File: config.mk
export PLATFORM = sky130hd
export DESIGN_NAME = two_wire_sync_serial_channel
export DESIGN_NICKNAME = d
export VERILOG_FILES = /design/src/rtl/two_wire_sync_serial_channel.v /design/src/rtl/shift_clock_gen.v
export VERILOG_INCLUDE_DIRS = /design/src /design/src/rtl
export SDC_FILE = /design/constraint.sdc
export NUM_CORES = 1
export LEC_CHECK = 0
export BUFFER_PORTS_ARGS = -buffer_cell sky130_fd_sc_hd__buf_2
export CORE_MARGIN = 2
export CORE_UTILIZATION = 40
export DETAILED_ROUTE_END_ITERATION = 8
export GPL_TIMING_DRIVEN = 0
export SYNTH_ARGS = -nofsm -noshare
export SYNTH_HDL_FRONTEND = slang
export SYNTH_SLANG_ARGS = --single-unit
File: constraint.sdc
create_clock -name core_clk_i -period 2.83 [get_ports core_clk_i]
set_input_delay 0.566 -clock core_clk_i [delete_from_list [all_inputs] [get_ports core_clk_i]]
set_output_delay 0.566 -clock core_clk_i [all_outputs]
set_load 0.05 [all_outputs]
File: src/rtl/serial_channel_map.vh
// addresses, field positions, reset values and clock figures of the serial channel
`ifndef SERIAL_CHANNEL_MAP_VH
`define SERIAL_CHANNEL_MAP_VH

`define CTRL_ADDR         16'hFFAA
`define SHIFT_ADDR        16'hFFAB
`define CTRL_RESET        8'h00
`define SHIFT_RESET       8'h00
`define CTRL_ENABLE_BIT   7
`define CTRL_MODE_BIT     2
`define CTRL_SEL_HI_BIT   1
`define CTRL_SEL_LO_BIT   0
`define CTRL_WRITE_MASK   8'h87
`define SEL_EXTERNAL      2'h0
`define SEL_TIMER         2'h1
`define SEL_DIV64         2'h2
`define SEL_DIV128        2'h3
`define DIV64_BIT         5
`define DIV128_BIT        6
`define BITS_PER_FRAME    4'h8
`define CORE_CLK_NS       100

`endif

File: src/rtl/two_wire_sync_serial_channel.v
// two-wire clock-synchronous 8-bit serial channel with its cpu registers
//
// What this block does
// eight-bit frames, most significant bit first
// trigger starts transfer only when enabled
// disabled: shifter stopped, counter cleared, pins port
// transmit mode: shift register write starts transfer
// receive-only mode: shift register read starts transfer
// clock select: pin, timer, div64, div128
// shift and drive data on falling edge
// sample data pin on rising edge
// stop after eighth bit, set done flag
// internal clock parked high between transfers
// write while disabled never starts transfer
// reset clears control and shift registers
// software avoids shift register during transfer
// software selects open drain, adds pull-ups
// software sets pin directions and latches
// port latches give static pin levels
// software loads all ones before receiving
// done flag requests interrupt until acknowledged
// control bits six to three read zero
`timescale 1ns/100ps
`include "serial_channel_map.vh"

module two_wire_sync_serial_channel
(
	input  wire        core_clk_i,
	input  wire        rst_n_i,
	input  wire [15:0] cpu_addr_i,
	input  wire        cpu_wr_i,
	input  wire        cpu_rd_i,
	input  wire [7:0]  cpu_wdata_i,
	output reg  [7:0]  cpu_rdata_o,
	input  wire        eight_bit_timer_output_i,
	input  wire        clock_pin_direction_i,
	input  wire        data_pin_direction_i,
	input  wire        clock_pin_output_latch_i,
	input  wire        data_pin_output_latch_i,
	input  wire        clock_pin_open_drain_select_i,
	input  wire        data_pin_open_drain_select_i,
	input  wire        shift_clock_pin_i,
	output reg         shift_clock_pin_o,
	output reg         shift_clock_pin_oe_o,
	input  wire        data_pin_i,
	output reg         data_pin_o,
	output reg         data_pin_oe_o,
	output reg         transfer_busy_o,
	output reg         transfer_done_irq_o,
	input  wire        irq_ack_i
);

	reg  [7:0] serial_channel_control_reg;
	reg  [7:0] serial_shift_data_reg;
	reg  [3:0] bit_count_reg;
	reg        output_bit_latch_reg;
	reg        sck_prev_reg;
	wire       sck_internal;
	reg        sck_now;
	wire       channel_enable_flag;
	wire       receive_only_select;
	wire [1:0] clock_select;
	wire       ctrl_hit;
	wire       shift_hit;
	wire       start_write;
	wire       start_read;
	wire       sck_fall;
	wire       sck_rise;
	wire       last_rise;
	reg        clock_value;
	reg        data_value;

	assign channel_enable_flag = serial_channel_control_reg[`CTRL_ENABLE_BIT];
	assign receive_only_select = serial_channel_control_reg[`CTRL_MODE_BIT];
	assign clock_select        = {serial_channel_control_reg[`CTRL_SEL_HI_BIT],
	                              serial_channel_control_reg[`CTRL_SEL_LO_BIT]};
	assign ctrl_hit            = (cpu_addr_i == `CTRL_ADDR);
	assign shift_hit           = (cpu_addr_i == `SHIFT_ADDR);

	// start only when enabled and idle
	// a write while disabled only loads data
	assign start_write = cpu_wr_i & shift_hit & channel_enable_flag
	                     & ~receive_only_select & ~transfer_busy_o;
	assign start_read  = cpu_rd_i & shift_hit & channel_enable_flag
	                     & receive_only_select & ~transfer_busy_o;

	// divider restarts high at every new frame
	shift_clock_gen u_shift_clock_gen
	(
		.core_clk_i     (core_clk_i),
		.rst_n_i        (rst_n_i),
		.run_i          (transfer_busy_o),
		.clock_select_i (clock_select),
		.timer_level_i  (eight_bit_timer_output_i),
		.sck_o          (sck_internal)
	);

	// external pin or internal source
	always @*
	begin
		if (clock_select == `SEL_EXTERNAL)
			sck_now = shift_clock_pin_i;
		else
			sck_now = sck_internal;
	end

	assign sck_fall  = transfer_busy_o & sck_prev_reg & ~sck_now;
	assign sck_rise  = transfer_busy_o & ~sck_prev_reg & sck_now;
	assign last_rise = sck_rise & (bit_count_reg == `BITS_PER_FRAME - 4'h1);

	always @(posedge core_clk_i or negedge rst_n_i)
	begin
		if (!rst_n_i)
			sck_prev_reg <= 1'b1;
		else
			sck_prev_reg <= sck_now;
	end

	// control register, reset to zero
	always @(posedge core_clk_i or negedge rst_n_i)
	begin
		if (!rst_n_i)
			serial_channel_control_reg <= `CTRL_RESET;
		else if (cpu_wr_i && ctrl_hit)
			// unused bits never store
			serial_channel_control_reg <= cpu_wdata_i & `CTRL_WRITE_MASK;
	end

	// shift register, bit counter, busy and output latch
	always @(posedge core_clk_i or negedge rst_n_i)
	begin
		if (!rst_n_i)
		begin
			serial_shift_data_reg <= `SHIFT_RESET;
			bit_count_reg         <= 4'h0;
			transfer_busy_o       <= 1'b0;
			output_bit_latch_reg  <= 1'b1;
		end
		else if (!channel_enable_flag)
		begin
			// stopped and counter held clear
			transfer_busy_o <= 1'b0;
			bit_count_reg   <= 4'h0;
			if (cpu_wr_i && shift_hit)
				serial_shift_data_reg <= cpu_wdata_i;
		end
		else if (!transfer_busy_o)
		begin
			bit_count_reg <= 4'h0;
			// write triggers in transmit mode
			// read triggers in receive-only mode
			if (start_write || start_read)
				transfer_busy_o <= 1'b1;
			// data may still be loaded in receive-only mode for the next frame
			if (cpu_wr_i && shift_hit)
				serial_shift_data_reg <= cpu_wdata_i;
		end
		else
		begin
			// accesses during a frame are left to software
			if (sck_fall)
			begin
				// msb leaves first
				// shift on the falling edge
				output_bit_latch_reg  <= serial_shift_data_reg[7];
				serial_shift_data_reg <= {serial_shift_data_reg[6:0],
				                          serial_shift_data_reg[7]};
			end
			if (sck_rise)
			begin
				// sample into the vacated bit
				serial_shift_data_reg[0] <= data_pin_i;
				bit_count_reg            <= bit_count_reg + 4'h1;
			end
			// self stop after the eighth bit
			if (last_rise)
				transfer_busy_o <= 1'b0;
		end
	end

	// sticky done request, set beats acknowledge
	always @(posedge core_clk_i or negedge rst_n_i)
	begin
		if (!rst_n_i)
			transfer_done_irq_o <= 1'b0;
		else if (last_rise)
			transfer_done_irq_o <= 1'b1;
		else if (irq_ack_i)
			transfer_done_irq_o <= 1'b0;
	end

	// registered read data, one cycle after the strobe
	always @(posedge core_clk_i or negedge rst_n_i)
	begin
		if (!rst_n_i)
			cpu_rdata_o <= 8'h00;
		else if (cpu_rd_i && ctrl_hit)
			cpu_rdata_o <= serial_channel_control_reg;
		else if (cpu_rd_i && shift_hit)
			cpu_rdata_o <= serial_shift_data_reg;
		else if (cpu_rd_i)
			cpu_rdata_o <= 8'h00;
	end

	// pin levels: serial signal gated by the port latch
	always @*
	begin
		// latch level reaches the pin, ANDed with any serial signal
		clock_value = clock_pin_output_latch_i;
		data_value  = data_pin_output_latch_i;
		// disabled leaves both pins to the port
		if (channel_enable_flag && clock_select != `SEL_EXTERNAL)
			clock_value = clock_pin_output_latch_i & sck_internal;
		// receive-only keeps the data pin a plain port
		if (channel_enable_flag && !receive_only_select)
			data_value = data_pin_output_latch_i & output_bit_latch_reg;
	end

	// open drain only pulls low; a high comes from the external pull-up
	always @(posedge core_clk_i or negedge rst_n_i)
	begin
		if (!rst_n_i)
		begin
			shift_clock_pin_o    <= 1'b0;
			shift_clock_pin_oe_o <= 1'b0;
			data_pin_o           <= 1'b0;
			data_pin_oe_o        <= 1'b0;
		end
		else
		begin
			shift_clock_pin_o    <= clock_value & ~clock_pin_open_drain_select_i;
			shift_clock_pin_oe_o <= ~clock_pin_direction_i
			                        & (~clock_pin_open_drain_select_i | ~clock_value);
			data_pin_o           <= data_value & ~data_pin_open_drain_select_i;
			data_pin_oe_o        <= ~data_pin_direction_i
			                        & (~data_pin_open_drain_select_i | ~data_value);
		end
	end

endmodule

File: src/rtl/shift_clock_gen.v
// internal shift clock: timer level or core clock divided by 64 or 128, parked high when idle
`timescale 1ns/100ps
`include "serial_channel_map.vh"

module shift_clock_gen
(
	input  wire       core_clk_i,
	input  wire       rst_n_i,
	input  wire       run_i,
	input  wire [1:0] clock_select_i,
	input  wire       timer_level_i,
	output reg        sck_o
);

	reg [6:0] div_reg;

	always @(posedge core_clk_i or negedge rst_n_i)
	begin
		if (!rst_n_i)
		begin
			div_reg <= 7'h00;
			sck_o   <= 1'b1;
		end
		else if (!run_i)
		begin
			// restart from zero so the first half period is high
			div_reg <= 7'h00;
			sck_o   <= 1'b1;
		end
		else
		begin
			div_reg <= div_reg + 7'h01;
			case (clock_select_i)
				`SEL_DIV64:  sck_o <= ~div_reg[`DIV64_BIT];
				`SEL_DIV128: sck_o <= ~div_reg[`DIV128_BIT];
				`SEL_TIMER:  sck_o <= timer_level_i;
				default:     sck_o <= 1'b1;
			endcase
		end
	end

endmodule

# ---- Yosys cells after proc, flatten, opt, wreduce, memory -nomap -nowiden
# Index checks and enable logic that the tools add are counted.
dict set report op_classes {
  addsub 2
  mul 0
  div 0
  order_cmp 0
  eq_ne 9
  shift 0
  muxes 23
  bitwise_logic 33
  reduce_logical 13
}
# cell count
set op_table {}
lappend op_table {{$mux W8} 7}
lappend op_table {{$eq A16 B16 Y1 const B} 2}
lappend op_table {{$and A1 B1 Y1} 19}
lappend op_table {{$mux W4} 3}
lappend op_table {{$not A1 Y1} 12}
lappend op_table {{$mux W1} 11}
lappend op_table {{$add A7 B1 Y7 const B} 1}
lappend op_table {{$mux W7} 1}
lappend op_table {{$logic_and A1 B1 Y1} 6}
lappend op_table {{$ne A3 B2 Y1 const B} 2}
lappend op_table {{$add A4 B1 Y4 const B} 1}
lappend op_table {{$eq A2 B2 Y1 const B} 2}
lappend op_table {{$eq A4 B3 Y1 const B} 1}
lappend op_table {{$ne A4 B2 Y1 const B} 1}
lappend op_table {{$reduce_bool A2 Y1} 2}
lappend op_table {{$pmux W1 S3} 1}
lappend op_table {{$reduce_and A3 Y1} 1}
lappend op_table {{$reduce_bool A3 Y1} 1}
lappend op_table {{$eq A2 B1 Y1 const B} 1}
lappend op_table {{$logic_not A2 Y1} 1}
lappend op_table {{$or A1 B1 Y1} 2}
lappend op_table {{$logic_not A1 Y1} 1}
lappend op_table {{$logic_or A1 B1 Y1} 1}
dict set report totals {
  register_bits 40
  latch_bits 0
  ram_bits 0
  romBits 0
  input_bits 38
  output_inout_bits 14
  wordCells 95
  mem_count 0
}

# ---- Longest topological paths before layout
dict set report depth {
  word_depth 9
  mapped_depth 7
  mapped_depth_nobuf 5
}

# ---- Cells and area by module
# From an unflattened synthesis, not the netlist that was laid out.
dict set report hier_totals {
  cells_unflattened 186
  area_unflattened_um2 2000.7
}
# module instances cells_each area_each_um2 seq_area_each_um2
set by_module_without_submodules {}
lappend by_module_without_submodules {two_wire_sync_serial_channel 1 153 1637.8 803.3}
lappend by_module_without_submodules {shift_clock_gen 1 33 362.8 201.4}

# ---- Least setup slack after synthesis
# OpenSTA, ideal clock, no wires.
dict set report synth_timing {
  kind {reg2reg}
  startpoint {register transfer_busy_o}
  endpoint {register output_bit_latch_reg}
  setup_time_ns 0.082
  arrival_ns 1.796
  t_required_ns 2.748
  path_slack_ns 0.952
  stages_incl_launch_ff 5
  n_path_buf 0
  synth_period_minus_slack_ns 1.878
  path_cell_list {dfrtp_1 clkinv_1 nor2_1 nand2_1 mux2_2}
}
dict set report synth_via {
  elab_chain_len 3
}
# element line
set synth_lines {}
lappend synth_lines {{from (decl)} two_wire_sync_serial_channel.v:48} ;# output reg transfer_busy_o,
lappend synth_lines {{from (signal assigned)} two_wire_sync_serial_channel.v:136} ;# transfer_busy_o <= 1'b0;
lappend synth_lines {{from (signal assigned)} two_wire_sync_serial_channel.v:142} ;# transfer_busy_o <= 1'b0;
lappend synth_lines {{from (signal assigned)} two_wire_sync_serial_channel.v:153} ;# transfer_busy_o <= 1'b1;
lappend synth_lines {{$and A1 B1 Y1 (2 in series)} two_wire_sync_serial_channel.v:107} ;# assign sck_fall = transfer_busy_o & sck_prev_reg & ~sck_now;
lappend synth_lines {{$reduce_and A3 Y1 (no line) (*)} --}
lappend synth_lines {{to (signal assigned)} two_wire_sync_serial_channel.v:165} ;# output_bit_latch_reg <= serial_shift_data_reg[7];
lappend synth_lines {{to (decl)} two_wire_sync_serial_channel.v:56} ;# reg output_bit_latch_reg;
# Mark *: on every way between the ends. The rest lies on a longest branch, timed or not.
# A chain may end at the register's enable or synchronous reset.

# ---- Final worst setup path
dict set report layout_timing {
  startpoint {register serial_channel_control_reg[1]}
  endpoint {register transfer_busy_o}
}
dict set report layout_via {
  elab_chain_len 7
}
# element line
set layout_lines {}
lappend layout_lines {{from (decl)} two_wire_sync_serial_channel.v:53} ;# reg [7:0] serial_channel_control_reg;
lappend layout_lines {{from (signal assigned)} two_wire_sync_serial_channel.v:123} ;# serial_channel_control_reg <= `CTRL_RESET;
lappend layout_lines {{from (signal assigned)} two_wire_sync_serial_channel.v:126} ;# serial_channel_control_reg <= cpu_wdata_i & `CTRL_WRITE_MASK;
lappend layout_lines {{$logic_not A2 Y1 (no line)} --}
lappend layout_lines {{$mux W1} two_wire_sync_serial_channel.v:101} ;# if (clock_select == `SEL_EXTERNAL)
lappend layout_lines {{$and A1 B1 Y1} two_wire_sync_serial_channel.v:108} ;# assign sck_rise = transfer_busy_o & ~sck_prev_reg & sck_now;
lappend layout_lines {{$and A1 B1 Y1} two_wire_sync_serial_channel.v:109} ;# assign last_rise = sck_rise & (bit_count_reg == `BITS_PER_FRAME - 4'h1);
lappend layout_lines {{$mux W1} two_wire_sync_serial_channel.v:176} ;# if (last_rise)
lappend layout_lines {{$mux W1} two_wire_sync_serial_channel.v:147} ;# else if (!transfer_busy_o)
lappend layout_lines {{$mux W1} two_wire_sync_serial_channel.v:139} ;# else if (!channel_enable_flag)
lappend layout_lines {{to (signal assigned)} two_wire_sync_serial_channel.v:142}
lappend layout_lines {{to (signal assigned)} two_wire_sync_serial_channel.v:153}
lappend layout_lines {{to (signal assigned)} two_wire_sync_serial_channel.v:177} ;# transfer_busy_o <= 1'b0;
# Every way passes these cells.

==> run_results.csv <==
group,metric,value,unit
outcome,status,"finished, final reports clean",
floorplan,initial_core_util,41.5,%
power,p_comb_share,7.2,%
setup_path,r2r_cells,5,
timing,worstMarginPinSlew,0.891,ns
power,clkPwrFrac,36.0,%
setup_path,startpoint_type,"flip-flop",
clock_tree,clock_latency,0.30,ns
placement,port_buffers,51,
power,p_switching,0.241,mW
setup_path,criticalPathCategory,"flip-flop to flip-flop",
yosys,syn_area,1970,um2
cells_and_area,diodes,0,
power,internal_power,0.779,mW
cells_and_area,area_growth,21.3,%
timing,finalMaxSlewViolations,0,
drt,ant_nets,0,
setup_path,cp_top_family,"simple AND/OR/NAND/NOR gates",
drt,drc,0,
timing,fmax,545,MHz
drt,drt-initial-drc-count,62,
grt,antenna_found_initial,0,
flow_run,maxCapViolations,0,
timing,slew-limit-headroom,40.6,%
grt,grt_usage,16.2,%
setup_path,critPathCaptureType,"flip-flop",
setup_path,worst_path_max_delay_cell,"dfrtp_1",
yosys,synth.avg_cell_area,10.7,um2
grt,grt_pass1_vias,1447,
drt,vias,1546,
floorplan,fp.dieH,74.3,um
clock_tree,cts_setup_buffers,0,
timing,finalSetupViolCount,0,
floorplan,num_rows,25,
clock_tree,cts_tree,"done",
timing,fin_crit,1.84,ns
placement,routabilityCongestion,0.808,
power,pwr-share-seq,56.8,%
clock_tree,cts_sinks,40,
drt,wl_per_cell,13.4,um
timing,hold_violations,0,
yosys,synthArstFlopShare,100,%
yosys,ys_types,43,
drt,via_per_inst,4.97,
floorplan,fp.coreArea,4750,um2
floorplan,die_w,74.3,um
drt,routed_wirelength,4160,um
yosys,synth_warnings,0,
placement,pre_cts_ws,0.806,ns
setup_path,arrival,1.99,ns
floorplan,pin_count,52,
floorplan,dieArea,5510,um2
power,p_sw_share,23.6,%
setup_path,required,2.98,ns
clock_tree,cts_hold_buffers,0,
grt,overflow,0,
yosys,seq_area_frac_synth,50.9,%
yosys,ys_ff_latch,40,
timing,rsz0062_at_grt,"false",
grt,grt_max_degree,41,
setup_path,crit_chain,"or3b_4, a211oi_2, nand2_1, nor3b_2, a311oi_1",
drt,drt_first_pass_iters,4,
clock_tree,path_clk_slew,0.07,ns
placement,place_hpwl,3130,um
grt,grt_pass1_wl,6640,um
setup_path,crit_buf_inv,0,
clock_tree,cts_resized,0,
clock_tree,cts_htree_levels,2,
yosys,synth_top_area_cell,"dfrtp_1",
cells_and_area,fill_cells,484,
clock_tree,clockRootBuffer,"clkbuf_8",
yosys,synth_enable_flop_cells,0,
setup_path,path_max_fanout,7,
setup_path,rrSetupSlack,0.99,ns
yosys,synthTopCellsByArea,"dfrtp_1 47%, nor2_1 4.9%, mux2i_1 4.1%",
setup_path,r2r_start,"serial_channel_control_reg[1]",
power,max-vdd-ir-drop,0.196,mV
cells_and_area,fin_util,50.4,%
timing,tns,0,ns
timing,setup_ws,0.994,ns
yosys,synth_top_area_share,46.9,%
timing,fin_skew,0.00832,ns
yosys,syn-num-nets,225,
power,p_leak,1.16,nW
cells_and_area,drive_gt1_share,32.0,%
yosys,synth_top_flop_cell,"dfrtp_1",
yosys,syn_inst,185,
power,power_density,426,nW/um2
timing,post-route-period-util,64.9,%
cells_and_area,nNetsFinal,283,
setup_path,rr_endpoint,"transfer_busy_o",
clock_tree,cts_buffers,5,
clock_tree,clockBufferDepth,2,
timing,hold_slack,0.393,ns
min_path,worstHoldPathType,"input port to async pin",
setup_path,critPathMaxStageDelay,0.46,ns
==> Yosys cell counts (4+ instances only) <==
cell and count:
a21oi_1 9, a221o_1 4, dfrtp_1 37, inv_1 9
mux2_2 5, mux2i_1 8, nand2_1 16, nor2_1 26
nor2b_1 5, o21ai_0 6, o22ai_1 6, xnor2_1 4
xor2_1 5
==> power groups by stage <==
stage	combinational [mW]	sequential, mW	clock, mW
global placement	0.0750	0.591	0
CTS	0.0754	0.579	0.382
finish	0.0737	0.580	0.367
floorplan	0.0179	0.602	0
global route	0.0821	0.580	0.406
detailed placement	0.0750	0.591	0
==> worst max path at each step <==
stage                             startpoint                        to  slack [ns]  depth (start not counted)
2_1_floorplan                transfer_busy_o      output_bit_latch_reg        0.95                          4
3_3_place_gp                   cpu_addr_i[6]  serial_shift_data_reg[5]        0.81                          6
3_5_place_dp                   cpu_addr_i[6]  serial_shift_data_reg[5]        0.81                          6
4_1_cts        serial_channel_control_reg[1]           transfer_busy_o        0.99                          5
5_1_grt                      transfer_busy_o      output_bit_latch_reg        0.84                          4
6_report       serial_channel_control_reg[1]           transfer_busy_o        0.99                          5
==> layout by cell type (no fill, tap or decap), types with 2 or more instances in the layout <==
master / count
nor4_4: 2
clkbuf_8: 5
xnor2_1: 4
mux2_2: 5
dfstp_2: 3
inv_1: 9
or3b_4: 2
o22ai_1: 6
o21ai_0: 6
buf_2: 51
nor3b_1: 2
a221o_1: 4
nand4_1: 3
and3_1: 3
a21oi_1: 9
dfrtp_1: 37
ha_1: 2
xor2_1: 5
nor2b_1: 5
nand2_1: 16
nand3_1: 2
mux2i_1: 8
clkbuf_1: 5
o31ai_1: 2
nor2_1: 26
nand3b_1: 2
==> layout make-up <==
type                       instances  area (um2)  area share [%]
tap                               67        83.8            3.50
buffer                             5        37.5            1.57
inverter                          10        37.5            1.57
clock inverter                     1        5.00           0.209
multi-input combinational        130         895            37.4
clock buffer                       7        76.3            3.19
timing repair buffer              51         255            10.7
sequential                        40        1000            42.0
==> layer usage <==
layer | routed length [um] | vias up | track usage, %
met5 | 0 | - | 0
met4 | 140 | 0 | 8.73
li1 | - | 763 | -
met3 | 208 | 14 | 4.61
met1 | 1860 | 734 | 21.3
met2 | 1960 | 35 | 24.1
==> worst register-to-register path, delay by kind of cell (launching register included) <==
kind	cells	cell delay, ns
AND/OR/NAND/NOR	3	0.86
flip-flops	1	0.46
AO/OA/AOI/OAI	2	0.38
==> kinds of logic after synthesis <==
group                      synth area share (%)
and+or+nand+nor                            22.3
muxes                                      6.91
DFF                                        50.9
xor gates and xnor gates                   3.99
AOI/OAI and AO/OA                          10.8
adders and majority gates                  1.27
buffers and inverters                      3.80
==> stage by stage <==
stage	cells	total power [mW]	instance area [um2]
6_report	311	1.02	2390
2_1_floorplan	185	0.620	1970
3_3_place_gp	303	0.665	2310
5_1_grt	311	1.07	2390
3_5_place_dp	303	0.666	2310
4_1_cts	311	1.04	2390
No activity file was read; power rests on OpenSTA's default activity.
